--- src/rtl/ial_pkg.sv ---
// package for the nt layer 1 activation controller
package ial_pkg;
   localparam int unsigned CLK_HZ         = 10_000_000;
   localparam int unsigned CYC_PER_MS     = CLK_HZ / 1000;
   // t2 window in ms
   localparam int unsigned T2_MIN_MS      = 25;
   localparam int unsigned T2_MAX_MS      = 100;
   localparam int unsigned T2_DEF_MS      = 25;
   // t1 supervisory default, ms
   localparam int unsigned T1_DEF_MS      = 30000;
   // optional info 4 hold-off after info 3
   localparam int unsigned HOLD_MS        = 100;
   // response limits
   localparam int unsigned INFO2_RESP_MS  = 1000;
   localparam int unsigned INFO4_RESP_MS  = 500;
   localparam int unsigned DEACT_RESP_MS  = 25;
   localparam int unsigned T2_MIN_CYC     = T2_MIN_MS * CYC_PER_MS;
   localparam int unsigned T2_MAX_CYC     = T2_MAX_MS * CYC_PER_MS;
   localparam int unsigned T2_DEF_CYC     = T2_DEF_MS * CYC_PER_MS;
   localparam int unsigned T1_DEF_CYC     = T1_DEF_MS * CYC_PER_MS;
   localparam int unsigned HOLD_CYC       = HOLD_MS * CYC_PER_MS;
   localparam int unsigned TMR_W          = 32;

   // line signal levels
   typedef enum logic [2:0] {
      IAL_INFO0 = 3'h0,
      IAL_INFO1 = 3'h1,
      IAL_INFO2 = 3'h2,
      IAL_INFO3 = 3'h3,
      IAL_INFO4 = 3'h4
   } ial_info_e;

   // one-cycle primitive events toward upper layers
   typedef struct packed {
      logic ph_act;
      logic ph_deact;
      logic mph_act;
      logic mph_deact;
      logic mph_err;
   } ial_ind_s;

   // one-cycle requests from management / layer 2
   typedef struct packed {
      logic ph_act;
      logic mph_deact;
   } ial_req_s;
endpackage : ial_pkg

--- src/rtl/ial_timer.sv ---
// one-shot down counter timer
`timescale 1ns/1ns
`default_nettype none
module ial_timer #(
   parameter int unsigned W = 32
) (
   // clock and reset
   input  wire logic         ref_clk_in,
   input  wire logic         rst_n_in,
   // control
   input  wire logic         start_in,
   input  wire logic         stop_in,
   input  wire logic [W-1:0] load_in,
   // status
   output logic              run_out,
   output logic              expire_out
);
   logic [W-1:0] cnt_q;
   logic         run_q;
   logic         exp_q;

   always_ff @(posedge ref_clk_in or negedge rst_n_in) begin
      if (!rst_n_in) begin
         cnt_q <= '0;
         run_q <= 1'b0;
      end else if (stop_in) begin
         run_q <= 1'b0;
      end else if (start_in) begin
         cnt_q <= load_in;
         run_q <= (load_in != '0);
      end else if (run_q) begin
         cnt_q <= cnt_q - 1'b1;
         if (cnt_q == {{(W-1){1'b0}}, 1'b1})
            run_q <= 1'b0;
      end
   end

   // expiry pulse; a zero load expires at once
   always_ff @(posedge ref_clk_in or negedge rst_n_in) begin
      if (!rst_n_in)
         exp_q <= 1'b0;
      else
         exp_q <= !stop_in && ((start_in && load_in == '0) ||
                  (!start_in && run_q && cnt_q == {{(W-1){1'b0}}, 1'b1}));
   end

   assign run_out    = run_q;
   assign expire_out = exp_q;
endmodule : ial_timer
`default_nettype wire

--- src/rtl/ial_sync.sv ---
// three-stage synchroniser for a multi-bit level with agreement check
`timescale 1ns/1ns
`default_nettype none
module ial_sync #(
   parameter int unsigned W = 3
) (
   // clock and reset
   input  wire logic         ref_clk_in,
   input  wire logic         rst_n_in,
   // level
   input  wire logic [W-1:0] async_in,
   output logic      [W-1:0] sync_out
);
   logic [W-1:0] s1_q;
   logic [W-1:0] s2_q;
   logic [W-1:0] s3_q;
   logic [W-1:0] out_q;

   always_ff @(posedge ref_clk_in or negedge rst_n_in) begin
      if (!rst_n_in) begin
         s1_q <= '0;
         s2_q <= '0;
         s3_q <= '0;
      end else begin
         s1_q <= async_in;
         s2_q <= s1_q;
         s3_q <= s2_q;
      end
   end

   // a change counts once stages two and three agree
   always_ff @(posedge ref_clk_in or negedge rst_n_in) begin
      if (!rst_n_in)
         out_q <= '0;
      else if (s2_q == s3_q)
         out_q <= s3_q;
   end

   assign sync_out = out_q;
endmodule : ial_sync
`default_nettype wire

--- src/rtl/ial_nt_ctrl.sv ---
// nt layer 1 activation / deactivation controller
// Functional notes
// - primitives are one-cycle events consumed when seen, info signals are held levels.
// - timer t1 bounds the whole activation of exchange side and terminal side.
// - timer t2 blocks unwanted reactivation and is limited to 25 ms through 100 ms.
// - with unambiguous info 1 detection t2 may be zero so deactivate goes straight to g1.
// - deactivation and error indications to management may be switched off.
// - optionally info 4 and activation indications wait 100 ms after info 3.
// - in g1 on info 1 the nt sends info 2 within 1 s (30 s abnormal).
// - in g2 on info 3 the nt sends info 4 within 500 ms (15 s abnormal, 30 s total).
// - on info 0 or lost framing the nt sends info 2 within 25 ms.
// - info 0 from a terminal never deactivates the nt.
`timescale 1ns/1ns
`default_nettype none
module ial_nt_ctrl
   import ial_pkg::*;
#(
   parameter int unsigned T1_CYC    = ial_pkg::T1_DEF_CYC,
   parameter int unsigned T2_CYC    = ial_pkg::T2_DEF_CYC,
   parameter int unsigned HOLD_CYCS = ial_pkg::HOLD_CYC
) (
   // clock and reset
   input  wire logic               ref_clk_in,
   input  wire logic               rst_n_in,
   // line receiver, asynchronous level
   input  wire ial_pkg::ial_info_e rx_info_in,
   input  wire logic               rx_frame_lost_in,
   // exchange side ready (network synchronised)
   input  wire logic               net_sync_in,
   // requests from upper layers
   input  wire ial_pkg::ial_req_s  req_in,
   // options
   input  wire logic               t2_zero_in,
   input  wire logic               hold_en_in,
   input  wire logic               mgmt_ind_en_in,
   // line transmitter level
   output ial_pkg::ial_info_e      tx_info_out,
   // indications
   output ial_pkg::ial_ind_s       ind_out,
   output logic [1:0]              state_out
);
   import ial_pkg::*;

   typedef enum logic [1:0] { G1_DEACT, G2_PEND, G3_ACT, G4_PDEACT } ial_state_e;

   ial_state_e         st_q;
   ial_info_e          tx_q;
   ial_ind_s           ind_q;
   logic [2:0]         rx_raw;
   ial_info_e          rx;
   logic [1:0]         lost_sync;
   logic               lost;
   logic               net_ok;
   logic               act_go;
   logic               t1_start;
   logic               t1_stop;
   logic               t1_exp;
   logic               t2_start;
   logic               t2_run;
   logic               t2_exp;
   logic               hold_start;
   logic               hold_exp;
   logic               hold_done_q;
   logic               in3_q;
   logic [TMR_W-1:0]   t2_load;

   // clamp t2 into its legal window unless the zero option is chosen
   function automatic logic [TMR_W-1:0] t2_value(input logic zero);
      int unsigned v;
      v = T2_CYC;
      if (v < T2_MIN_CYC)
         v = T2_MIN_CYC;
      if (v > T2_MAX_CYC)
         v = T2_MAX_CYC;
      return zero ? '0 : TMR_W'(v);
   endfunction : t2_value

   // info 3 on the line with framing held and the exchange side ready
   function automatic logic info3_ok(input ial_info_e r, input logic ls, input logic ns);
      return (r == IAL_INFO3) && !ls && ns;
   endfunction : info3_ok

   // line inputs from outside the clock domain
   ial_sync #(.W(3)) u_rx_sync (
      .ref_clk_in (ref_clk_in),
      .rst_n_in   (rst_n_in),
      .async_in   (rx_info_in),
      .sync_out   (rx_raw)
   );

   ial_sync #(.W(2)) u_lost_sync (
      .ref_clk_in (ref_clk_in),
      .rst_n_in   (rst_n_in),
      .async_in   ({rx_frame_lost_in, net_sync_in}),
      .sync_out   (lost_sync)
   );

   assign rx      = ial_info_e'(rx_raw);
   assign lost    = lost_sync[1];
   // exchange readiness is a pin level too, so only the synchronised copy is used
   assign net_ok  = lost_sync[0];
   assign t2_load = t2_value(t2_zero_in);

   ial_timer #(.W(TMR_W)) u_t1 (
      .ref_clk_in (ref_clk_in),
      .rst_n_in   (rst_n_in),
      .start_in   (t1_start),
      .stop_in    (t1_stop),
      .load_in    (TMR_W'(T1_CYC)),
      .run_out    (),
      .expire_out (t1_exp)
   );

   ial_timer #(.W(TMR_W)) u_t2 (
      .ref_clk_in (ref_clk_in),
      .rst_n_in   (rst_n_in),
      .start_in   (t2_start),
      .stop_in    (1'b0),
      .load_in    (t2_load),
      .run_out    (t2_run),
      .expire_out (t2_exp)
   );

   ial_timer #(.W(TMR_W)) u_hold (
      .ref_clk_in (ref_clk_in),
      .rst_n_in   (rst_n_in),
      .start_in   (hold_start),
      .stop_in    (st_q != G2_PEND),
      .load_in    (TMR_W'(HOLD_CYCS)),
      .run_out    (),
      .expire_out (hold_exp)
   );

   // t1 runs from activation start until g3 or g4 is entered; a direct deactivation from g2 to g1 leaves it running
   assign t1_start = (st_q == G1_DEACT) &&
                     (req_in.ph_act || rx == IAL_INFO1) && !t2_run;
   assign t1_stop  = (st_q == G3_ACT) || (st_q == G4_PDEACT);
   assign t2_start = req_in.mph_deact && (st_q == G2_PEND || st_q == G3_ACT);
   assign hold_start = (st_q == G2_PEND) && (rx == IAL_INFO3) && !in3_q && hold_en_in;
   // activation completes this cycle; shared by the state move and its indications
   assign act_go = (st_q == G2_PEND) && info3_ok(rx, lost, net_ok) && !req_in.mph_deact &&
                   (!hold_en_in || hold_done_q);

   // info 3 seen, level tracking for hold-off start
   always_ff @(posedge ref_clk_in or negedge rst_n_in) begin
      if (!rst_n_in)
         in3_q <= 1'b0;
      else
         in3_q <= (st_q == G2_PEND) && (rx == IAL_INFO3);
   end

   always_ff @(posedge ref_clk_in or negedge rst_n_in) begin
      if (!rst_n_in)
         hold_done_q <= 1'b0;
      else if (st_q != G2_PEND)
         hold_done_q <= 1'b0;
      else if (hold_exp)
         hold_done_q <= 1'b1;
   end

   // state machine; deactivation only by management request
   always_ff @(posedge ref_clk_in or negedge rst_n_in) begin
      if (!rst_n_in) begin
         st_q <= G1_DEACT;
      end else begin
         unique case (st_q)
            G1_DEACT: begin
               if (t1_start)
                  st_q <= G2_PEND;
            end
            G2_PEND: begin
               if (req_in.mph_deact)
                  st_q <= t2_zero_in ? G1_DEACT : G4_PDEACT;
               else if (act_go)
                  st_q <= G3_ACT;
            end
            G3_ACT: begin
               if (req_in.mph_deact)
                  st_q <= t2_zero_in ? G1_DEACT : G4_PDEACT;
               else if (!info3_ok(rx, lost, 1'b1))
                  st_q <= G2_PEND;
            end
            G4_PDEACT: begin
               if (t2_exp || (!t2_run && rx == IAL_INFO0))
                  st_q <= G1_DEACT;
            end
         endcase
      end
   end

   // transmitted line level follows the state
   always_ff @(posedge ref_clk_in or negedge rst_n_in) begin
      if (!rst_n_in) begin
         tx_q <= IAL_INFO0;
      end else begin
         unique case (st_q)
            G1_DEACT:  tx_q <= IAL_INFO0;
            G2_PEND:   tx_q <= net_ok ? IAL_INFO2 : IAL_INFO0;
            G3_ACT:    tx_q <= !info3_ok(rx, lost, 1'b1) ? IAL_INFO2 : IAL_INFO4;
            G4_PDEACT: tx_q <= IAL_INFO0;
         endcase
      end
   end

   // primitives as one-cycle events
   always_ff @(posedge ref_clk_in or negedge rst_n_in) begin
      if (!rst_n_in) begin
         ind_q <= '0;
      end else begin
         ind_q          <= '0;
         ind_q.ph_act   <= act_go;
         ind_q.mph_act  <= act_go;
         ind_q.ph_deact <= (st_q != G1_DEACT) &&
                           ((t1_exp && st_q == G2_PEND) || t2_start);
         ind_q.mph_deact <= mgmt_ind_en_in && t1_exp && (st_q == G2_PEND);
         ind_q.mph_err   <= mgmt_ind_en_in && (st_q == G3_ACT) &&
                            !req_in.mph_deact && lost;
      end
   end

   assign tx_info_out = tx_q;
   assign ind_out     = ind_q;
   assign state_out   = st_q;
endmodule : ial_nt_ctrl
`default_nettype wire

--- config.mk ---
export PLATFORM = sky130hd
export DESIGN_NAME = ial_nt_ctrl
export DESIGN_NICKNAME = d
export VERILOG_FILES = /design/src/rtl/ial_pkg.sv /design/src/rtl/ial_timer.sv /design/src/rtl/ial_sync.sv /design/src/rtl/ial_nt_ctrl.sv
export SDC_FILE = /design/constraint.sdc
export NUM_CORES = 1
export LEC_CHECK = 0
export ABC_AREA = 1
export BUFFER_PORTS_ARGS = -buffer_cell sky130_fd_sc_hd__buf_2
export CORE_ASPECT_RATIO = 1.1
export CORE_MARGIN = 10
export CORE_UTILIZATION = 65
export CTS_CLUSTER_DIAMETER = 40
export DETAILED_ROUTE_END_ITERATION = 8
export GPL_TIMING_DRIVEN = 0
export PLACE_DENSITY_LB_ADDON = 0.25
export SLEW_MARGIN = 10
export SYNTH_ARGS = -nofsm -noshare
export SYNTH_HDL_FRONTEND = slang
export SYNTH_SLANG_ARGS = --single-unit
--- constraint.sdc ---
create_clock -name ref_clk_in -period 2.9 [get_ports ref_clk_in]
set_input_delay 0.58 -clock ref_clk_in [delete_from_list [all_inputs] [get_ports ref_clk_in]]
set_output_delay 0.58 -clock ref_clk_in [all_outputs]
set_load 0.005 [all_outputs]
# Yosys cells after proc, flatten, opt, wreduce, memory -nomap -nowiden
# Index checks and enable logic that the tools add are counted.
op_classes:
  addsub: 3
  eq_ne: 15
  mux: 31
  bitwise_logic: 2
  n_reduce_logical: 58
ops:
  columns: ["cell", "count"]
  rows:
  - ["$mux 32", 6]
  - ["$eq 32x1->1 const B", 3]
  - ["$sub 32x1->32 const B", 3]
  - ["$logic_not 32->1", 1]
  - ["$reduce_bool 32->1", 1]
  - ["$logic_and 1x1->1", 28]
  - ["$mux 18", 1]
  - ["$mux 2", 8]
  - ["$mux 1", 13]
  - ["$logic_not 1->1", 10]
  - ["$reduce_bool 2->1", 5]
  - ["$pmux 3 s3", 1]
  - ["$pmux 2 s4", 1]
  - ["$logic_or 1x1->1", 7]
  - ["$ne 2x1->1 const B", 3]
  - ["$ne 3x3->1 const B", 2]
  - ["$eq 2x2->1 const B", 2]
  - ["$reduce_and 2->1", 2]
  - ["$reduce_and 4->1", 1]
  - ["$eq 3x1->1 const B", 1]
  - ["$eq 3x2->1 const B", 1]
  - ["$eq 3x3->1", 1]
  - ["$logic_not 3->1", 1]
  - ["$mux 3", 1]
  - ["other kinds (5)", 6]
totals:
  ff_bits: 133
  in_bits: 12
  output_inout_bits: 10
  wordCells: 134

# Depth between registers and ports, before layout
depth:
  word_depth: 9
  mapped_depth: 11
  mapped_depth_nobuf: 11

# By module
# A second synthesis with hierarchy kept.
hier_totals:
  cells_unflattened: 1563
  hier_area_um2: 9618.0
by_module_without_submodules:
  columns: ["module", "n_inst", "cells_each", "area_per_inst_um2", "seq_area_each_um2"]
  rows:
  - ["ial_timer at u_hold ...", 2, 476, 2761.4, 850.8]
  - ["ial_timer at u_t2", 1, 464, 2745.1, 850.8]
  - ["ial_nt_ctrl", 1, 89, 678.2, 250.2]
  - ["ial_sync at u_rx_sync", 1, 33, 405.4, 300.3]
  - ["ial_sync at u_lost_sync", 1, 25, 266.5, 200.2]

# Least setup slack after synthesis
# No wires, ideal clock.
synth_path:
  kind: "flip-flop to flip-flop"
  startpoint: "register st_q[0], in the netlist state_out[0]"
  endpoint: "register u_t1.cnt_q[23]"
  setup_time_ns: 0.134
  arrival_time_ns: 1.508
  required_ns: 2.766
  slack_ns: 1.258
  stages_incl_launch_ff: 11
  path_buffers: 1
  period_less_slack_ns: 1.642
  path_cell_list: "dfrtp_1 inv_1 ha_1 inv_1 nor2_1 nand3_2 nand2_2 buf_6 nand2_1 o21ai_0 nand3_1"
synth_between:
  elab_chain_cells: 5
  elab_cells_between_ends: 10
  classes_between: "eq/ne (2); mux (1); bitwise (1); reduce/logical (6)"
synth_rtl:
  columns: ["element", "line_no", "rtl"]
  rows:
  - ["start, declared", "ial_nt_ctrl.sv:46", "ial_state_e st_q;"]
  - ["start signal, assigned", "ial_nt_ctrl.sv:173", "st_q <= t2_zero_in ? G1_DEACT : G4_PDEACT;"]
  - ["start signal, assigned", "ial_nt_ctrl.sv:179", "st_q <= t2_zero_in ? G1_DEACT : G4_PDEACT;"]
  - ["$logic_not 2->1", "ial_nt_ctrl.sv:135", "assign t1_start = (st_q == G1_DEACT) &&"]
  - ["$logic_and 1x1->1", "ial_nt_ctrl.sv:135", null]
  - ["$logic_and 1x1->1", "ial_nt_ctrl.sv:136", "(req_in.ph_act || rx == IAL_INFO1) && !t2_run;"]
  - ["$reduce_bool 2->1 (no line)", null, null]
  - ["$reduce_and 2->1 (no line)", null, null]
  - ["end signal, assigned", "ial_timer.sv:29", "cnt_q <= load_in;"]
  - ["end signal, assigned", "ial_timer.sv:32", "cnt_q <= cnt_q - 1'b1;"]
  - ["end, declared", "ial_timer.sv:18", "logic [W-1:0] cnt_q;"]
# Parallel ways exist; a longest one is shown, timed or not.
# A chain may end at the register's enable or synchronous reset.

# Worst setup path in the final report
layout_path:
  startpoint: "register st_q[1], in the netlist state_out[1]"
  endpoint: "register ind_q, in the netlist ind_out[3]"
layout_between:
  elab_chain_cells: 5
  elab_cells_between_ends: 8
  classes_between: "eq/ne (2); reduce/logical (6)"
layout_rtl:
  columns: ["element", "line_no", "rtl"]
  rows:
  - ["$eq 2x1->1 / $eq 2x2->1 (equally long branches)", "ial_nt_ctrl.sv:138, ial_nt_ctrl.sv:214", null]
  - ["$logic_or 1x1->1", "ial_nt_ctrl.sv:138", "assign t2_start = req_in.mph_deact && (st_q == G2_PEND || st_q == G3_ACT);"]
  - ["$logic_and 1x1->1", "ial_nt_ctrl.sv:138", null]
  - ["$logic_or 1x1->1", "ial_nt_ctrl.sv:214", "((t1_exp && st_q == G2_PEND) || t2_start);"]
  - ["$logic_and 1x1->1 (*)", "ial_nt_ctrl.sv:213", "ind_q.ph_deact <= (st_q != G1_DEACT) &&"]
  - ["end, declared", "ial_nt_ctrl.sv:48", "ial_ind_s ind_q;"]
# Every way passes the cells marked *; elsewhere a longest branch is shown, timed or not.

==> summary.md <==
| Metric | Value |
|---|---|
| Status | `finished, final reports clean` |
| Capture point of the worst reg-to-reg path | `ind_out[3]` |
| Vias in the first global route | `6624` |
| Leakage Power | `around 4.1 nW` |
| Die area | `16000 µm²` |
| Min Tclk post-route | `2.20 ns` |
| Cell taking the most area after synthesis | `dfrtp_1` |
| Die Y | `132 µm` |
| Starting density of the core | `about two thirds` |
| # clock sinks | `between 100 and 150` |
| Final hold viol count | `0` |
| DR WL/cell | `about 15 µm` |
| Largest family of logic cells by synthesized area | `simple AND/OR/NAND/NOR gates` |
| Final worst-path cycle share | `between 70% and 80%` |
| CTS tree | `built` |
| DR pass1 iterations | `6` |
| Fin util | `between 70% and 80%` |
| Share of cells above drive strength 1 | `7.14%` |
| Skew-Pair Late Insertion Delay | `between 0.4 and 0.5 ns` |
| TNS Setup | `0 ns` |
| DRT iter0 DRCs | `~740` |
| Gr usage total | `a little under a quarter` |
| Row count | `40` |
| Synth top area cells | `dfrtp_1 (45%), nand2_1 (12%), nor2_1 (11%)` |
| Syn Nets | `approximately 1.1k` |
| Post-cts hold buffer count | `0` |
| Avg Synthesized Cell Area | `7.11 µm²` |
| Placed Cells | `~1.2k` |
| Initial antenna violation count | `0` |
| Compound-Gate Fraction of Synth Area | `8.45%` |
| Reg2Reg Depth | `6` |
| Required time worst endpoint | `approximately 3.2 ns` |
| Setup-failing EPs final | `0` |
| Synth top area share | `44.7%` |
| CTS Buf Count | `17` |
| Post-Layout Inst Area | `between 8000 and 9000 µm²` |
| Post-synth EDFFs | `0` |
| Power Density | `roughly 940 nW/µm²` |
| Slew margin rel. | `between 50% and 60%` |
| Maxcap violations | `0` |
| GP Congestion | `0.954` |
| Fin nets | `between 1k and 1.5k` |
| PnR worst setup slack | `0.699 ns` |
| Post-Layout Cell Count | `1239` |
| Xor and xnor area share after synthesis | `less than 1%` |
| Port buffer count | `20` |
| Max Clk Rate | `0.454 GHz` |
| Core area | `roughly 11000 µm²` |
| Htree depth | `4` |
| RSZ-0062 raised after global routing | `no` |
| FFs w/ async S/R, synth | `100%` |
| Prevailing post-synth register cell | `dfrtp_1` |
| Post-CTS setup buffers | `0` |
| RR Startpoint | `state_out[1]` |
| Final Skew | `approximately 0.0077 ns` |
| Synthesis Warnings | `0` |
| First-pass GRT wire length | `slightly above 30000 µm` |
| Die Width | `approximately 120 µm` |
| Ant diodes | `0` |
| Longest Clk Path Bufs | `2` |
| Largest net degree at the start of global routing | `between 90 and 100` |
| Hold_ws | `slightly above 0.05 ns` |
| DR vias | `~7k` |
| Routed Antenna Nets | `0` |
| Pwr Total | `just under 8 mW` |
| Post-synthesis mux area share | `0%` |
| Post-synthesis adder-cell area fraction | `approximately 1.7%` |
| Pre-CTS setup slack | `between 0.7 and 0.8 ns` |
| Hold Path Class | `input port to asynchronous set/reset pin` |
| Simple-gate share of the synthesized area | `a little over a third` |
| DRC Markers | `0` |
| CP Class | `flop to flop` |
| Startpoint Class | `flop` |
| CP Data Arrival Time | `around 2.5 ns` |
| DPL Wire Length | `about 12000 µm` |
| Boundary Pins | `22` |
| CTS root buffer | `clkbuf_16` |
| Grt total ovfl | `0` |
| Most frequent cells in the layout | `nand2_1 (245), nor2_1 (220), inv_1 (134)` |
| Via/cell ratio | `between 5 and 6` |
| Least-Margin Pin Slew | `~0.68 ns` |
| Number of distinct library cells after synthesis | `42` |
| Cell area after synthesis | `7390 µm²` |
| Post-CTS Resized | `0` |
| Placed cell area | `approximately 7700 µm²` |
| CP Max Fanout | `10` |
| CP Capture Type | `flop` |
| Commonest non-fill, non-tap cell in the layout | `nand2_1` |
| Peak VDD IR | `roughly 730 µV` |
| Reg clk slew, reported paths | `approximately 0.06 ns` |
| FF-to-FF setup slack | `0.70 ns` |
| Gate Count Post-Synth | `1040` |
| FF+latch count, synth | `approximately 130` |
| WL final | `18000 µm` |
| Slew Limit Fails | `0` |
| Area growth syn-to-layout | `12.3%` |
| Register area share after synthesis | `44.7%` |
## worst max-delay path by stage
stage	startpoint	endpoint	slack [ns]	depth (start not counted)
final	state_out[1]	ind_out[3]	0.70	6
after global routing	state_out[1]	u_t2.cnt_q[27]	0.57	7
after CTS	state_out[1]	ind_out[3]	0.75	6
after detailed placement	state_out[1]	ind_out[3]	0.78	6
after global placement	rst_n_in	u_hold.cnt_q[19]	-0.46	1
after floorplan	state_out[0]	u_t1.cnt_q[23]	1.26	10
## where the power goes
part	leakage (nW)	switching, mW	internal [mW]
clock	0.288	0.841	1.35
sequential	1.66	0.403	2.29
combinational	2.16	2.03	0.886
## logic make-up after synthesis
logic type	Yosys count
simple gates	619
buf+inv	154
flops	132
compound gates	119
fa+ha+maj	10
xor+xnor	5
other cells	1
## flip-flops by register name (all words and copies together), names as in the netlist, 2 cells and up
name / cells
u_hold.cnt_q: 32
u_t1.cnt_q: 32
u_t2.cnt_q: 32
ind_out: 4
u_rx_sync.s1_q: 3
u_rx_sync.s2_q: 3
u_rx_sync.s3_q: 3
u_rx_sync.sync_out: 3
state_out: 2
tx_info_out: 2
u_lost_sync.s1_q: 2
u_lost_sync.s2_q: 2
u_lost_sync.s3_q: 2
u_lost_sync.sync_out: 2
## cell usage after synthesis, types with 2 or more instances
cell type,instances
nand2_1,245
nor2_1,220
inv_1,134
dfrtp_1,132
nand3_1,64
o21ai_0,57
a21oi_1,45
nand4_1,34
nor3_1,24
ha_1,10
clkbuf_1,7
nand3b_1,7
a31oi_1,5
buf_6,5
nor2_2,5
nor2_4,5
xor2_1,4
buf_4,3
nor3b_1,3
o22ai_1,3
buf_2,2
inv_2,2
nand3_2,2
nor4_1,2
o21a_1,2
o21ai_1,2
## worst max-delay path, cell delays in order, from the launching register on
cell,delay (ns)
dfrtp_1,0.46
inv_1,0.10
ha_1,0.27
nand2_1,0.14
clkbuf_1,0.39
clkbuf_1,0.52
a21oi_1,0.17
## final cells by class
type | instances | area (µm²)
fill | 866 | 2710
multi-input combinational | 754 | 3460
clock inverter | 12 | 156
inverter | 137 | 514
clock buffer | 19 | 433
timing repair buffer | 21 | 134
sequential | 132 | 3300
buffer | 17 | 115
tap | 147 | 184
## layer usage
metal	vias to the layer above	track usage (%)	part of all wire, %
li1	3406	-	-
met1	3234	30.8	43
met2	276	36.8	48
met3	33	5.18	7.2
met4	0	8.16	1.5
met5	-	0	0
(Power assumes the default switching activity.)
